==> src/common/ctpf_pkg.sv <==
// Constants for the camera trigger, PWM and frame information registers
package ctpf_pkg;
    // Bus geometry
    localparam int          ADDR_W          = 16;
    localparam int          DATA_W          = 32;
    localparam int          GPIO_N          = 4;
    // Register byte addresses
    localparam logic [15:0] OFS_TRIG_CTRL   = 16'h0830;
    localparam logic [15:0] OFS_PIN0_CTRL   = 16'h1110;
    localparam logic [15:0] OFS_PIN0_PWM    = 16'h1114;
    localparam logic [15:0] OFS_PIN1_CTRL   = 16'h1120;
    localparam logic [15:0] OFS_PIN1_PWM    = 16'h1124;
    localparam logic [15:0] OFS_FRAME_INFO  = 16'h12f8;
    // Shared field positions
    localparam int          B_PRESENCE      = 0;
    localparam int          B_ABS_CTRL      = 1;
    localparam int          B_ON_OFF        = 6;
    localparam int          B_TRIG_POL      = 7;
    localparam int          B_TRIG_SRC_LO   = 8;
    localparam int          B_TRIG_RAW      = 11;
    localparam int          B_MODE_LO       = 12;
    localparam int          B_PARAM_LO      = 20;
    localparam int          B_INFO_LO       = 6;
    localparam int          B_ABS_SELECT    = 16;
    localparam int          B_PWM_LOW_LO    = 0;
    localparam int          B_PWM_HIGH_LO   = 16;
    localparam int          B_PWM_POL       = 31;
    // Pin mode encodings
    localparam logic [3:0]  PIN_MODE_INPUT  = 4'h0;
    localparam logic [3:0]  PIN_MODE_PWM    = 4'h4;
    // Reset values
    localparam logic [31:0] RST_PWM_TIMING  = 32'h0000_0000;
    localparam logic [2:0]  RST_TRIG_SRC    = 3'h0;
    localparam logic [3:0]  RST_TRIG_MODE   = 4'h0;
    localparam logic [11:0] RST_TRIG_PARAM  = 12'h000;
    // Timebase: system clock and PWM tick rate
    localparam int          CLK_HZ          = 20000000;
    localparam int          TB_HZ           = 1024000;
    localparam int          TB_MOD          = CLK_HZ / 1000;
    localparam int          TB_STEP         = TB_HZ / 1000;
    localparam int          TB_GAP_MIN      = CLK_HZ / TB_HZ;
    localparam int          TB_GAP_MAX      = (CLK_HZ + TB_HZ - 1) / TB_HZ;
    // Bus responses
    localparam logic [1:0]  RESP_OKAY       = 2'b00;
    localparam logic [1:0]  RESP_SLVERR     = 2'b10;
endpackage : ctpf_pkg

==> src/logic/ctpf_pwm.sv <==
// PWM generator for one GPIO pin, counted in timebase ticks
`timescale 1ns/100ps
`default_nettype none
module ctpf_pwm
(
    // Clock and reset
    input  wire logic        clk_sys,
    input  wire logic        rstn,
    // Control
    input  wire logic        en,
    input  wire logic        tick,
    input  wire logic        pol,
    input  wire logic [15:0] low_len,
    input  wire logic [15:0] high_len,
    // Output
    output var  logic        pwm_out
);
    logic        phase_r;
    logic [15:0] cnt_r;
    logic [15:0] len;
    logic        last;

    always_comb
    begin
        len  = phase_r ? high_len : low_len;
        last = (cnt_r + 16'h0001 >= len) || (len == 16'h0000);
    end

    // Phase length counter, low phase first
    always_ff @(posedge clk_sys or negedge rstn)
    begin
        if (!rstn)
        begin
            phase_r <= 1'b0;
            cnt_r   <= 16'h0000;
        end
        else if (!en)
        begin
            phase_r <= 1'b0;
            cnt_r   <= 16'h0000;
        end
        else if (tick)
        begin
            if (last) // RL2 RL3
            begin
                phase_r <= ~phase_r;
                cnt_r   <= 16'h0000;
            end
            else
                cnt_r <= cnt_r + 16'h0001;
        end
    end

    // Output level, inverted when polarity is high
    always_ff @(posedge clk_sys or negedge rstn)
    begin
        if (!rstn)
            pwm_out <= 1'b0;
        else
            pwm_out <= en ? (phase_r ^ pol) : pol; // RL5
    end

    AST_PWM_PHASE_END: assert property (@(posedge clk_sys) disable iff (!rstn)
        (en && tick && !last) |=> $stable(phase_r)) // RL2
        else $error("PWM phase ended before its period");
    AST_PWM_IDLE: assert property (@(posedge clk_sys) disable iff (!rstn)
        (!en ##1 !en) |-> (pwm_out == $past(pol))) // RL5
        else $error("Idle PWM output does not follow polarity");
endmodule // ctpf_pwm
`default_nettype wire

==> src/logic/ctpf_regs.sv <==
// AXI4-Lite register bank for trigger setup, PWM timing and frame info
//
// Summary of operation
// RL1: PWM period fields count ticks of a 1.024 MHz timebase.
// RL2: Low phase length comes from bits 0 to 15 of pin timing.
// RL3: High phase length comes from bits 16 to 31 of pin timing.
// RL4: Pin mode 4 selects PWM output using the timing fields.
// RL5: One polarity bit sets PWM output sense, 0 low, 1 high.
// RL6: Presence bit 0 reads 1 where the feature exists.
// RL7: Trigger bit 1 selects value-field or absolute-value control.
// RL8: With absolute control selected, the value field ignores writes.
// RL9: Bit 6 reads feature status and writes switch trigger on or off.
// RL10: While bit 6 is 0, other trigger fields are read-only.
// RL11: Bit 7 sets external trigger active level, 0 low, 1 high.
// RL12: Bits 8 to 10 select the GPIO pin feeding the trigger.
// RL13: Bit 11 shows the raw level of the selected pin.
// RL14: Bits 12 to 15 hold trigger mode, limited to advertised modes.
// RL15: Bits 20 to 31 hold the optional 12-bit trigger parameter.
// RL16: Frame info bits 6 to 15 report available embedded items.
// RL17: Bit 16 picks relative or absolute embedding; read-only for now.
// RL18: Reserved bits read zero and ignore writes.
//
// Register access over AXI4-Lite was chosen for this implementation.
`timescale 1ns/100ps
`default_nettype none
module ctpf_regs
#(
    parameter logic [15:0] TRIG_MODE_AVAIL = 16'h0001,
    parameter logic [9:0]  INFO_AVAIL      = 10'h3ff,
    parameter logic        ABS_SELECT      = 1'b0
)
(
    // Clock and reset
    input  wire logic        clk_sys,
    input  wire logic        rstn,
    // AXI4-Lite write address
    input  wire logic        s_axi_awvalid,
    output var  logic        s_axi_awready,
    input  wire logic [15:0] s_axi_awaddr,
    input  wire logic [2:0]  s_axi_awprot,
    // AXI4-Lite write data
    input  wire logic        s_axi_wvalid,
    output var  logic        s_axi_wready,
    input  wire logic [31:0] s_axi_wdata,
    input  wire logic [3:0]  s_axi_wstrb,
    // AXI4-Lite write response
    output var  logic        s_axi_bvalid,
    input  wire logic        s_axi_bready,
    output var  logic [1:0]  s_axi_bresp,
    // AXI4-Lite read address
    input  wire logic        s_axi_arvalid,
    output var  logic        s_axi_arready,
    input  wire logic [15:0] s_axi_araddr,
    input  wire logic [2:0]  s_axi_arprot,
    // AXI4-Lite read data
    output var  logic        s_axi_rvalid,
    input  wire logic        s_axi_rready,
    output var  logic [31:0] s_axi_rdata,
    output var  logic [1:0]  s_axi_rresp,
    // GPIO pins
    input  wire logic [3:0]  gpio_level,
    output var  logic [1:0]  pwm_out,
    // Trigger outputs
    output var  logic        trig_pulse,
    output var  logic        trig_enabled,
    output var  logic [3:0]  trig_mode,
    output var  logic [11:0] trig_param
);
    // Write channel state
    logic        aw_full_r;
    logic [15:0] aw_addr_r;
    logic        w_full_r;
    logic [31:0] w_data_r;
    logic [3:0]  w_strb_r;
    logic        do_wr;
    logic [31:0] wmask;
    // Registers
    logic        abs_ctrl_r;
    logic        trig_on_r;
    logic        trig_pol_r;
    logic [2:0]  trig_src_r;
    logic        trig_raw_r;
    logic        trig_act_r;
    logic [31:0] pwm_timing_r [2];
    logic [3:0]  pin_mode_r [2];
    logic        pin_pol_r [2];
    // Timebase
    logic [14:0] tb_acc_r;
    logic        tb_tick_r;
    // Read path
    logic [31:0] rd_word;
    logic        rd_hit;
    logic [31:0] trig_word;
    logic [31:0] tw;
    logic        sel_level;
    logic        act_now;

    // Write address and data are held until both are present
    always_ff @(posedge clk_sys or negedge rstn)
    begin
        if (!rstn)
        begin
            aw_full_r     <= 1'b0;
            aw_addr_r     <= 16'h0000;
            s_axi_awready <= 1'b1;
        end
        else if (s_axi_awvalid && s_axi_awready)
        begin
            aw_full_r     <= 1'b1;
            aw_addr_r     <= s_axi_awaddr;
            s_axi_awready <= 1'b0;
        end
        else if (s_axi_bvalid && s_axi_bready)
        begin
            aw_full_r     <= 1'b0;
            s_axi_awready <= 1'b1;
        end
    end

    always_ff @(posedge clk_sys or negedge rstn)
    begin
        if (!rstn)
        begin
            w_full_r     <= 1'b0;
            w_data_r     <= 32'h0000_0000;
            w_strb_r     <= 4'h0;
            s_axi_wready <= 1'b1;
        end
        else if (s_axi_wvalid && s_axi_wready)
        begin
            w_full_r     <= 1'b1;
            w_data_r     <= s_axi_wdata;
            w_strb_r     <= s_axi_wstrb;
            s_axi_wready <= 1'b0;
        end
        else if (s_axi_bvalid && s_axi_bready)
        begin
            w_full_r     <= 1'b0;
            s_axi_wready <= 1'b1;
        end
    end

    always_comb
    begin
        do_wr = aw_full_r && w_full_r && !s_axi_bvalid;
        wmask = {{8{w_strb_r[3]}}, {8{w_strb_r[2]}},
                 {8{w_strb_r[1]}}, {8{w_strb_r[0]}}};
        tw    = (trig_word & ~wmask) | (w_data_r & wmask);
    end

    // Write response, error on unmapped address
    always_ff @(posedge clk_sys or negedge rstn)
    begin
        if (!rstn)
        begin
            s_axi_bvalid <= 1'b0;
            s_axi_bresp  <= ctpf_pkg::RESP_OKAY;
        end
        else if (do_wr)
        begin
            s_axi_bvalid <= 1'b1;
            s_axi_bresp  <= (aw_addr_r == ctpf_pkg::OFS_TRIG_CTRL
                          || aw_addr_r == ctpf_pkg::OFS_PIN0_CTRL
                          || aw_addr_r == ctpf_pkg::OFS_PIN0_PWM
                          || aw_addr_r == ctpf_pkg::OFS_PIN1_CTRL
                          || aw_addr_r == ctpf_pkg::OFS_PIN1_PWM
                          || aw_addr_r == ctpf_pkg::OFS_FRAME_INFO)
                          ? ctpf_pkg::RESP_OKAY : ctpf_pkg::RESP_SLVERR;
        end
        else if (s_axi_bready)
            s_axi_bvalid <= 1'b0;
    end

    // Trigger control register
    always_ff @(posedge clk_sys or negedge rstn)
    begin
        if (!rstn)
        begin
            trig_enabled <= 1'b0;
            trig_on_r    <= 1'b0;
            abs_ctrl_r   <= 1'b0;
            trig_pol_r   <= 1'b0;
            trig_src_r   <= ctpf_pkg::RST_TRIG_SRC;
            trig_mode    <= ctpf_pkg::RST_TRIG_MODE;
            trig_param   <= ctpf_pkg::RST_TRIG_PARAM;
        end
        else if (do_wr && aw_addr_r == ctpf_pkg::OFS_TRIG_CTRL)
        begin
            trig_on_r    <= tw[ctpf_pkg::B_ON_OFF]; // RL9
            trig_enabled <= tw[ctpf_pkg::B_ON_OFF]; // RL9
            if (trig_on_r) // RL10
            begin
                abs_ctrl_r <= tw[ctpf_pkg::B_ABS_CTRL]; // RL7
                trig_pol_r <= tw[ctpf_pkg::B_TRIG_POL]; // RL11
                if (tw[ctpf_pkg::B_TRIG_SRC_LO +: 3] < 3'(ctpf_pkg::GPIO_N))
                    trig_src_r <= tw[ctpf_pkg::B_TRIG_SRC_LO +: 3]; // RL12
                if (TRIG_MODE_AVAIL[tw[ctpf_pkg::B_MODE_LO +: 4]])
                    trig_mode <= tw[ctpf_pkg::B_MODE_LO +: 4]; // RL14
                if (!abs_ctrl_r) // RL8
                    trig_param <= tw[ctpf_pkg::B_PARAM_LO +: 12]; // RL15
            end
        end
    end

    // Pin control and PWM timing registers
    always_ff @(posedge clk_sys or negedge rstn)
    begin
        if (!rstn)
        begin
            for (int i = 0; i < 2; i++)
            begin
                pwm_timing_r[i] <= ctpf_pkg::RST_PWM_TIMING;
                pin_mode_r[i]   <= ctpf_pkg::PIN_MODE_INPUT;
                pin_pol_r[i]    <= 1'b0;
            end
        end
        else if (do_wr)
        begin
            for (int i = 0; i < 2; i++)
            begin
                if (aw_addr_r == (i == 0 ? ctpf_pkg::OFS_PIN0_PWM
                                         : ctpf_pkg::OFS_PIN1_PWM))
                    pwm_timing_r[i] <= (pwm_timing_r[i] & ~wmask)
                                     | (w_data_r & wmask); // RL2 RL3
                if (aw_addr_r == (i == 0 ? ctpf_pkg::OFS_PIN0_CTRL
                                         : ctpf_pkg::OFS_PIN1_CTRL))
                begin
                    if (w_strb_r[1])
                        pin_mode_r[i] <= w_data_r[ctpf_pkg::B_MODE_LO +: 4];
                    if (w_strb_r[3])
                        pin_pol_r[i] <= w_data_r[ctpf_pkg::B_PWM_POL]; // RL5
                end
            end
        end
    end

    // Timebase of 1024 ticks per 20000 system cycles
    always_ff @(posedge clk_sys or negedge rstn)
    begin
        if (!rstn)
        begin
            tb_acc_r  <= 15'h0000;
            tb_tick_r <= 1'b0;
        end
        else if (tb_acc_r + 15'(ctpf_pkg::TB_STEP) >= 15'(ctpf_pkg::TB_MOD))
        begin
            tb_acc_r  <= tb_acc_r + 15'(ctpf_pkg::TB_STEP)
                       - 15'(ctpf_pkg::TB_MOD); // RL1
            tb_tick_r <= 1'b1;
        end
        else
        begin
            tb_acc_r  <= tb_acc_r + 15'(ctpf_pkg::TB_STEP);
            tb_tick_r <= 1'b0;
        end
    end

    // One PWM generator for each of pins 0 and 1
    for (genvar g = 0; g < 2; g++)
    begin : g_pwm
        ctpf_pwm u_pwm
        (
            .clk_sys  (clk_sys),
            .rstn     (rstn),
            .en       (pin_mode_r[g] == ctpf_pkg::PIN_MODE_PWM), // RL4
            .tick     (tb_tick_r),
            .pol      (pin_pol_r[g]),
            .low_len  (pwm_timing_r[g][ctpf_pkg::B_PWM_LOW_LO +: 16]),
            .high_len (pwm_timing_r[g][ctpf_pkg::B_PWM_HIGH_LO +: 16]),
            .pwm_out  (pwm_out[g])
        );
    end

    // External trigger: pin select, raw level, active edge
    always_comb
    begin
        sel_level = (trig_src_r < 3'(ctpf_pkg::GPIO_N))
                  ? gpio_level[trig_src_r[1:0]] : 1'b0; // RL12
        act_now   = trig_raw_r ~^ trig_pol_r; // RL11
    end

    always_ff @(posedge clk_sys or negedge rstn)
    begin
        if (!rstn)
        begin
            trig_raw_r <= 1'b0;
            trig_act_r <= 1'b0;
            trig_pulse <= 1'b0;
        end
        else
        begin
            trig_raw_r <= sel_level; // RL13
            trig_act_r <= act_now;
            trig_pulse <= trig_on_r && act_now && !trig_act_r; // RL11
        end
    end

    // Read data assembly, reserved bits zero
    always_comb
    begin
        trig_word = 32'h0000_0000; // RL18
        trig_word[ctpf_pkg::B_PRESENCE]         = 1'b1; // RL6
        trig_word[ctpf_pkg::B_ABS_CTRL]         = abs_ctrl_r;
        trig_word[ctpf_pkg::B_ON_OFF]           = trig_on_r; // RL9
        trig_word[ctpf_pkg::B_TRIG_POL]         = trig_pol_r;
        trig_word[ctpf_pkg::B_TRIG_SRC_LO +: 3] = trig_src_r;
        trig_word[ctpf_pkg::B_TRIG_RAW]         = trig_raw_r; // RL13
        trig_word[ctpf_pkg::B_MODE_LO +: 4]     = trig_mode;
        trig_word[ctpf_pkg::B_PARAM_LO +: 12]   = trig_param;
        rd_word = 32'h0000_0000;
        rd_hit  = 1'b1;
        case (s_axi_araddr)
            ctpf_pkg::OFS_TRIG_CTRL:  rd_word = trig_word;
            ctpf_pkg::OFS_PIN0_PWM:   rd_word = pwm_timing_r[0];
            ctpf_pkg::OFS_PIN1_PWM:   rd_word = pwm_timing_r[1];
            ctpf_pkg::OFS_PIN0_CTRL:  rd_word = {pin_pol_r[0], 15'h0000,
                pin_mode_r[0], 11'h000, 1'b1}; // RL6
            ctpf_pkg::OFS_PIN1_CTRL:  rd_word = {pin_pol_r[1], 15'h0000,
                pin_mode_r[1], 11'h000, 1'b1}; // RL6
            ctpf_pkg::OFS_FRAME_INFO:
            begin
                rd_word[ctpf_pkg::B_PRESENCE]      = 1'b1;
                rd_word[ctpf_pkg::B_INFO_LO +: 10] = INFO_AVAIL; // RL16
                rd_word[ctpf_pkg::B_ABS_SELECT]    = ABS_SELECT; // RL17
            end
            default:                  rd_hit  = 1'b0;
        endcase
    end

    // Read channel, one outstanding read
    always_ff @(posedge clk_sys or negedge rstn)
    begin
        if (!rstn)
        begin
            s_axi_arready <= 1'b1;
            s_axi_rvalid  <= 1'b0;
            s_axi_rdata   <= 32'h0000_0000;
            s_axi_rresp   <= ctpf_pkg::RESP_OKAY;
        end
        else if (s_axi_arvalid && s_axi_arready)
        begin
            s_axi_arready <= 1'b0;
            s_axi_rvalid  <= 1'b1;
            s_axi_rdata   <= rd_word;
            s_axi_rresp   <= rd_hit ? ctpf_pkg::RESP_OKAY
                                    : ctpf_pkg::RESP_SLVERR;
        end
        else if (s_axi_rvalid && s_axi_rready)
        begin
            s_axi_rvalid  <= 1'b0;
            s_axi_arready <= 1'b1;
        end
    end

    // Checking helpers
    logic [4:0]  gap_r;
    logic [15:0] rd_addr_r;
    always_ff @(posedge clk_sys or negedge rstn)
    begin
        if (!rstn)
        begin
            gap_r     <= 5'h00;
            rd_addr_r <= 16'h0000;
        end
        else
        begin
            gap_r <= tb_tick_r ? 5'h01 : gap_r + 5'h01;
            if (s_axi_arvalid && s_axi_arready)
                rd_addr_r <= s_axi_araddr;
        end
    end

    AST_TB_GAP: assert property (@(posedge clk_sys) disable iff (!rstn)
        (tb_tick_r && $past(tb_tick_r, 40) == 1'b0 && gap_r != 5'h00
         && $past(gap_r) >= 5'h02) |-> (gap_r >= 5'd19 && gap_r <= 5'd20)) // RL1
        else $error("Timebase tick spacing wrong");
    AST_PRESENCE: assert property (@(posedge clk_sys) disable iff (!rstn)
        (s_axi_rvalid && rd_addr_r == ctpf_pkg::OFS_TRIG_CTRL)
        |-> s_axi_rdata[0]) // RL6
        else $error("Presence bit not set");
    AST_ABS_LOCK: assert property (@(posedge clk_sys) disable iff (!rstn)
        (do_wr && abs_ctrl_r) |=> $stable(trig_param)) // RL8
        else $error("Value field written under absolute control");
    AST_OFF_LOCK: assert property (@(posedge clk_sys) disable iff (!rstn)
        (do_wr && !trig_on_r) |=> ($stable(trig_mode) && $stable(trig_src_r)
                                  && $stable(trig_pol_r))) // RL10
        else $error("Trigger field changed while off");
    AST_ON_WRITE: assert property (@(posedge clk_sys) disable iff (!rstn)
        (do_wr && aw_addr_r == ctpf_pkg::OFS_TRIG_CTRL && w_strb_r[0])
        |=> (trig_on_r == $past(w_data_r[ctpf_pkg::B_ON_OFF]))) // RL9
        else $error("On bit did not take written value");
    AST_TRIG_EDGE: assert property (@(posedge clk_sys) disable iff (!rstn)
        trig_pulse |-> ($past(trig_raw_r) == $past(trig_pol_r)
                        && $past(trig_on_r))) // RL11
        else $error("Trigger pulse without active level");
    AST_RAW_LEVEL: assert property (@(posedge clk_sys) disable iff (!rstn)
        (trig_src_r == 3'h0 ##1 trig_src_r == 3'h0)
        |-> trig_raw_r == $past(gpio_level[0])) // RL13
        else $error("Raw level does not follow selected pin");
    AST_MODE_LIMIT: assert property (@(posedge clk_sys) disable iff (!rstn)
        $changed(trig_mode) |-> TRIG_MODE_AVAIL[trig_mode]) // RL14
        else $error("Unadvertised trigger mode accepted");
    AST_FRAME_RO: assert property (@(posedge clk_sys) disable iff (!rstn)
        (s_axi_rvalid && rd_addr_r == ctpf_pkg::OFS_FRAME_INFO)
        |-> (s_axi_rdata[16] == ABS_SELECT && s_axi_rdata[31:17] == 15'h0)) // RL17
        else $error("Frame info select bit wrong");
    AST_RSV_ZERO: assert property (@(posedge clk_sys) disable iff (!rstn)
        (s_axi_rvalid && rd_addr_r == ctpf_pkg::OFS_TRIG_CTRL)
        |-> (s_axi_rdata[5:2] == 4'h0 && s_axi_rdata[19:16] == 4'h0)) // RL18
        else $error("Reserved trigger bits not zero");

    COV_WRITE: cover property (@(posedge clk_sys) do_wr);
    COV_TRIG: cover property (@(posedge clk_sys) trig_pulse);
    COV_PWM: cover property (@(posedge clk_sys) $rose(pwm_out[0]));
endmodule // ctpf_regs
`default_nettype wire

==> config.mk <==
export PLATFORM = sky130hd
export DESIGN_NAME = ctpf_regs
export DESIGN_NICKNAME = d
export VERILOG_FILES = /design/src/common/ctpf_pkg.sv /design/src/logic/ctpf_pwm.sv /design/src/logic/ctpf_regs.sv
export SDC_FILE = /design/constraint.sdc
export NUM_CORES = 1
export LEC_CHECK = 0
export ABC_CLOCK_PERIOD_IN_PS = 3000
export BUFFER_PORTS_ARGS = -buffer_cell sky130_fd_sc_hd__buf_4
export CORE_AREA = 2 2 156 158
export DETAILED_ROUTE_END_ITERATION = 8
export DIE_AREA = 0 0 158 160
export GPL_TIMING_DRIVEN = 0
export HOLD_SLACK_MARGIN = 0.15
export PLACE_DENSITY_LB_ADDON = 0.1
export SLEW_MARGIN = 25
export SYNTH_ARGS = -nofsm -noshare
export SYNTH_HDL_FRONTEND = slang
export SYNTH_HIERARCHICAL = 1
export SYNTH_SLANG_ARGS = --single-unit
==> constraint.sdc <==
create_clock -name clk_sys -period 3 [get_ports clk_sys]
set_input_delay 0 -clock clk_sys [delete_from_list [all_inputs] [get_ports clk_sys]]
set_output_delay 0 -clock clk_sys [all_outputs]
set_load 0.03 [all_outputs]
# --- Word-level counts from Yosys, hierarchy flattened ---
# Memory sizes are Yosys's and may differ from the RTL's.
# Index checks and enable logic that the tools add are counted.
# Widths: inputs -> output; s select.
totals:
  out_inout_bits: 61
  mem_bits_ro: 16
  input_bits: 85
  latch_bits: 0
  regBits: 246
  ramBits: 0
  word_cells: 160
  memories: 1
mem_list:
  columns: ["name", "words", "width", "rd", "rd_clocked_by_memory_dff", "write_ports", "line", "source"]
  rows:
  - ["(no name shown)", 16, 1, 1, 0, 0, "ctpf_regs.sv:197", "if (TRIG_MODE_AVAIL[tw[ctpf_pkg::B_MODE_LO +: 4]])"]
op_classes:
  shift: 0
  multipliers: 0
  n_reduce_logical: 39
  add_sub_neg: 4
  bitwise_logic: 14
  mux: 41
  div: 0
  n_lt_le_gt_ge: 7
  eq_ne: 18
op_table:
  columns: ["op", "n"]
  rows:
  - ["$eq 16x13->1 const B", 10]
  - ["$and 32x32->32", 4]
  - ["$mux 16", 8]
  - ["$or 32x32->32", 3]
  - ["$pmux 15 s5", 1]
  - ["$pmux 11 s6", 1]
  - ["$add 16x1->16 const B", 2]
  - ["$eq 16x12->1 const B", 2]
  - ["$ge 16x16->1", 2]
  - ["$logic_not 16->1", 2]
  - ["$not 32->32", 1]
  - ["$mux 1", 25]
  - ["$reduce_and 3->1", 7]
  - ["$add 15x11->15 const B", 1]
  - ["$ge 15x15->1 const B", 1]
  - ["$mux 15", 1]
  - ["$pmux 5 s3", 1]
  - ["$sub 15x15->15 const B", 1]
  - ["$logic_and 1x1->1", 10]
  - ["$reduce_and 2->1", 5]
  - ["$eq 4x3->1 const B", 2]
  - ["$ne 2x2->1 const B", 4]
  - ["$reduce_bool 2->1", 4]
  - ["$logic_or 1x1->1", 7]
  - ["other kinds (12)", 18]

# --- Depth between registers and ports, before layout ---
depth:
  depth_word: 7
  mapped_depth: 14
  depth_no_buf: 13

# --- Modules after synthesis ---
# Netlist, hierarchy kept.
by_module_without_submodules:
  columns: ["mod", "cells_per_inst", "seq_area_each_um2", "area_per_inst_um2", "n_inst"]
  rows:
  - ["ctpf_regs", 674, 5083.6, 8780.9, 1]
  - ["ctpf_pwm", 202, 450.4, 1736.7, 2]

# --- Least setup slack after synthesis ---
# OpenSTA, ideal clock, no wires.
synth_timing:
  kind: "flip-flop to flip-flop"
  startpoint: "register g_pwm[0].u_pwm.phase_r"
  endpoint: "register g_pwm[0].u_pwm.cnt_r[10]"
  arrival_ns: 3.055
  t_required_ns: 2.917
  path_buffers: 4
  period_less_slack_ns: 3.137
  setup_time_ns: 0.083
  stages_incl_launch_ff: 13
  path_slack_ns: -0.137
  cell_sequence: "dfrtp_1 > buf_6 > clkbuf_1 > clkbuf_1 > mux2i_1 > ha_1 > a211o_1 > a31oi_1 > o31ai_1 > o21ai_1 > clkbuf_1 > nand3_1 > o21ai_0"
synth_via:
  elab_chain_len: 6
  elab_cells_between_ends: 7
  classes_between: "order compare: 1; mux: 4; reduce/logical: 2"
synth_rtl:
  columns: ["item", "line", "source"]
  rows:
  - ["start: declaration", "ctpf_pwm.sv:18", "logic phase_r;"]
  - ["start signal: assignment", "ctpf_pwm.sv:46", "phase_r <= ~phase_r;"]
  - ["$mux 16 (*)", "ctpf_pwm.sv:25", "len = phase_r ? high_len : low_len;"]
  - ["$ge 16x16->1 / $logic_not 16->1 (equally long branches)", "ctpf_pwm.sv:26", "last = (cnt_r + 16'h0001 >= len) || (len == 16'h0000);"]
  - ["$logic_or 1x1->1 (*)", "ctpf_pwm.sv:26", null]
  - ["$mux 16 (*)", "ctpf_pwm.sv:44", "if (last)"]
  - ["$mux 16 (*)", "ctpf_pwm.sv:42", "else if (tick)"]
  - ["$mux 16 (*)", "ctpf_pwm.sv:37", "else if (!en)"]
  - ["end signal: assignment", "ctpf_pwm.sv:50", "cnt_r <= cnt_r + 16'h0001;"]
  - ["end: declaration", "ctpf_pwm.sv:19", "logic [15:0] cnt_r;"]
# Mark *: on every way between the ends. The rest lies on a longest branch, timed or not. The select of a mux whose other input is x is not followed.
# A chain may end at the register's enable or synchronous reset.

# --- Worst setup path in the final report ---
layout_timing:
  startpoint: "register g_pwm[1].u_pwm.phase_r"
  endpoint: "register g_pwm[1].u_pwm.cnt_r[4]"
layout_via:
  elab_chain_len: 6
  elab_cells_between_ends: 7
  classes_between: "order compare: 1; mux: 4; reduce/logical: 2"
layout_rtl:
  columns: ["item", "line"]
  rows:
  - ["start: declaration", "ctpf_pwm.sv:18"]
  - ["start signal: assignment", "ctpf_pwm.sv:46"]
  - ["$mux 16 (*)", "ctpf_pwm.sv:25"]
  - ["$ge 16x16->1 / $logic_not 16->1 (equally long branches)", "ctpf_pwm.sv:26"]
  - ["$logic_or 1x1->1 (*)", "ctpf_pwm.sv:26"]
  - ["$mux 16 (*)", "ctpf_pwm.sv:44"]
  - ["$mux 16 (*)", "ctpf_pwm.sv:42"]
  - ["$mux 16 (*)", "ctpf_pwm.sv:37"]
  - ["end signal: assignment", "ctpf_pwm.sv:50"]
  - ["end: declaration", "ctpf_pwm.sv:19"]
# Marks and branches as above.

==> results.md <==
* Startpoint Class: register
* DRT antenna net count at 0
* Worst-margin pin slew at approximately 0.9 ns
* Seq/Total Area, Yosys at 0.4884
* Power, Total at slightly below 9 mW
* Crit path required time at 3.46 ns
* Die W at 158 microns
* # Max-Cap Violations at 0
* Most frequent cell after synthesis: dfrtp_1
* Max-slew headroom at the worst pin at 0.3875
* Antenna cell count at 0
* Peak VDD IR at approximately 520 uV
* Seq cells post-synth at about 240
* I/O Buffers at between 100 and 150
* Final period util at 0.9505
* Clock transition at path regs at ~0.06 ns
* Layout cell share with drive strength beyond 1 at 0.3155
* Total grt overflow at 0
* Die Y at ~160 microns
* Synth top area share at 0.4819
* CP Cell Sequence: buf_6 -> clkbuf_2 -> mux2i_1 -> ha_1 -> a21o_1 -> a21oi_2 -> o211ai_1 -> o21ai_2 -> buf_4 -> and2_4 -> a22o_1
* Global routing usage on met2 at 0.4457
* Final Slew Violations at 0
* CP Capture Type: register
* Post-DP HPWL at ~24000 microns
* Post-Syn Area at between 0.01 and 0.015 sq mm
* Crit Path Class: register to register
* Final Setup Violations at 0
* Layout Area Growth over Synthesis at 27.87%
* Via-per-instance ratio at just under 6
* Ys flop type: dfrtp_1
* Routing usage on met3 at 0.03365
* GRT Total Usage at 0.2712
* Setup Skew at 0.01545 ns
* WL final at around 34000 microns
* # IOs at around 150
* Post-synth top area cell: dfrtp_1
* Skew-Pair Late Insertion Delay at 0.54 ns
* Async set-or-reset flop fraction in the synthesized netlist at 1.000
* DRT Pass-1 Iters at 6
* Crit path time final at 2.852 ns
* Slowest stage delay, CP at around 0.39 ns
* CTS max path bufs at 3
* Fin nets at approximately 1400
* Gpl congestion at around 0.84
* 1st-iter DRT viols at between 700 and 800
* Vias at 9675
* GRT busiest layer: met2
* Synthesis Warnings at 6
* Largest net degree at the start of global routing at between 90 and 100
* Initial Utilization at 0.5144
* Final Hold Fails at 0
* Routed WL per cell at approximately 20 microns
* Critical path arrival at roughly 3.3 ns
* Root Driver: clkbuf_16
* Util after Layout at 0.6578
* Min-Delay Path Class: input port to register
* TritonCTS clock tree: done
* Routing usage on met1 at 0.3890
* Synth cell types at 70
* CTS buffer count at 27
* WHS Path Cells at 3
* Number of core rows at 57
* CP max-delay cell: mux2i_1
* # H-tree levels at 1
* Area post-placement at around 0.014 sq mm
* Worst Path Max Fanout at 17
* Vias in the first global route at 9597
* Reg2Reg Depth at 11
* Fin area at between 0.015 and 0.02 sq mm
* Avg Inst Size Synth at approximately 11 sq um
* Global-route wire length before repair at approximately 54000 microns
* Initial antenna violation count at 0
* Cells after Synth at ~1100
* Pwr dens at roughly 560 mW/mm^2
* Post-route DRC at 0
* Status: completed
* Pleak at ~7.1 nW
* Fmax at 350.7 MHz
* CTS Sinks at roughly 240
* Synth area leaders: dfrtp_1, mux2_2, ha_1
* Commonest cells in the netlist: dfrtp_1, mux2_2, nand2_1
* Core area at 0.02382 sq mm
* Die area at between 0.02 and 0.03 sq mm
* Post-synth EDFFs at 0
## where the power goes
group,switching [mW],internal (mW)
clock network,1.32,1.94
logic,0.599,0.678
registers,0.495,3.68
total,2.41,6.29
## cells in the final DEF (no fill, tap or decap), drive strengths merged, types with 5 or more instances in the layout
cell type / count
dfrtp: 236
buf: 168
mux2: 143
nand2: 103
dlygate4sd3: 72
clkbuf: 65
o21ai: 45
mux2i: 39
ha: 38
nand3: 36
nor2: 35
nor3: 32
xnor2: 29
a21oi: 28
a22oi: 20
inv: 17
nor4: 17
nand4: 16
a22o: 16
nor2b: 16
o211ai: 13
a222oi: 12
or4: 9
nand2b: 9
and2: 9
xor2: 8
and4: 8
or4b: 7
clkinv: 7
nand3b: 6
o31ai: 6
nor3b: 5
nand4b: 5
a21o: 5
a221oi: 5
## repair_timing
item | 4_1_cts | 5_1_grt
hold endpoints to repair | 253 | 0
setup buffers | 5 | 3
setup endpoints to repair | 34 | 34
cloned | 1 | 0
hold buffers | 72 | 0
resized for setup | 28 | 34
pin swaps | 4 | 7
## metal layers
layer,share of wire,vias up
met5,0,-
met4,0.016,0
met3,0.048,39
met2,0.49,271
met1,0.44,4847
li1,-,4518
## kinds of logic (layout without fill, tap and decap cells)
family,Yosys count,after routing,share of synthesized area
AND/OR/NAND/NOR,335,335,0.1531
flip-flops,239,239,0.4884
multiplexers,183,183,0.1651
AO/OA/AOI/OAI,181,181,0.1026
buffers and inverters,64,332,0.02532
adder cells (fa/ha/maj),38,38,0.03880
XOR/XNOR,37,37,0.02644
other,1,2,0.0003060
## path summary, 6_finish.rpt
check	from	end	slack [ns]
min reg2reg	trig_src_r[2]$_DFFE_PN0P_	trig_raw_r$_DFF_PN0_	0.46
max reg2reg	g_pwm[1].u_pwm/phase_r$_DFFE_PN0P_	g_pwm[1].u_pwm/cnt_r[4]$_DFFE_PN0P_	0.15
max in group asynchronous	rstn	aw_addr_r[11]$_DFFE_PN0P_	1.21
max	g_pwm[1].u_pwm/phase_r$_DFFE_PN0P_	g_pwm[1].u_pwm/cnt_r[4]$_DFFE_PN0P_	0.15
min in group asynchronous	rstn	g_pwm[1].u_pwm/cnt_r[9]$_DFFE_PN0P_	0.68
min	s_axi_bready	s_axi_bvalid$_DFFE_PN0P_	0.21
## worst max-delay path, delay by kind of cell, from the launching register on
family | cells | cell delay [ns]
multiplexers | 1 | 0.39
adder cells (fa/ha/maj) | 1 | 0.33
AO/OA/AOI/OAI | 5 | 0.83
flip-flops | 1 | 0.35
buffers and inverters | 3 | 0.70
AND/OR/NAND/NOR | 1 | 0.18
## cell type report
type                    instances  area (sq um)
fillers                      1924          8150
clock buffers                  38         757.0
well taps                     324         405.4
multi-input cells             776          6153
plain buffers                  46         264.0
flip-flops and latches        239          6001
inverters                      15         56.30
clock inverters                12         126.4
repair buffers                221          1907
## through the flow
stage / hold slack [ns] / cells / setup TNS, ns / setup slack (ns)
detailed placement: 0.03397 / 1543 / -19.71 / -0.7641
global route: 0.2228 / 1671 / -0.02526 / -0.006745
global placement: 0.1534 / 1540 / -19.96 / -0.7614
floorplan: -0.2956 / 1079 / 0 / 0.03776
CTS: 0.1913 / 1669 / 0 / 0.01049
finish: 0.2059 / 1671 / 0 / 0.1484
No activity file was read; power rests on OpenSTA's default activity.
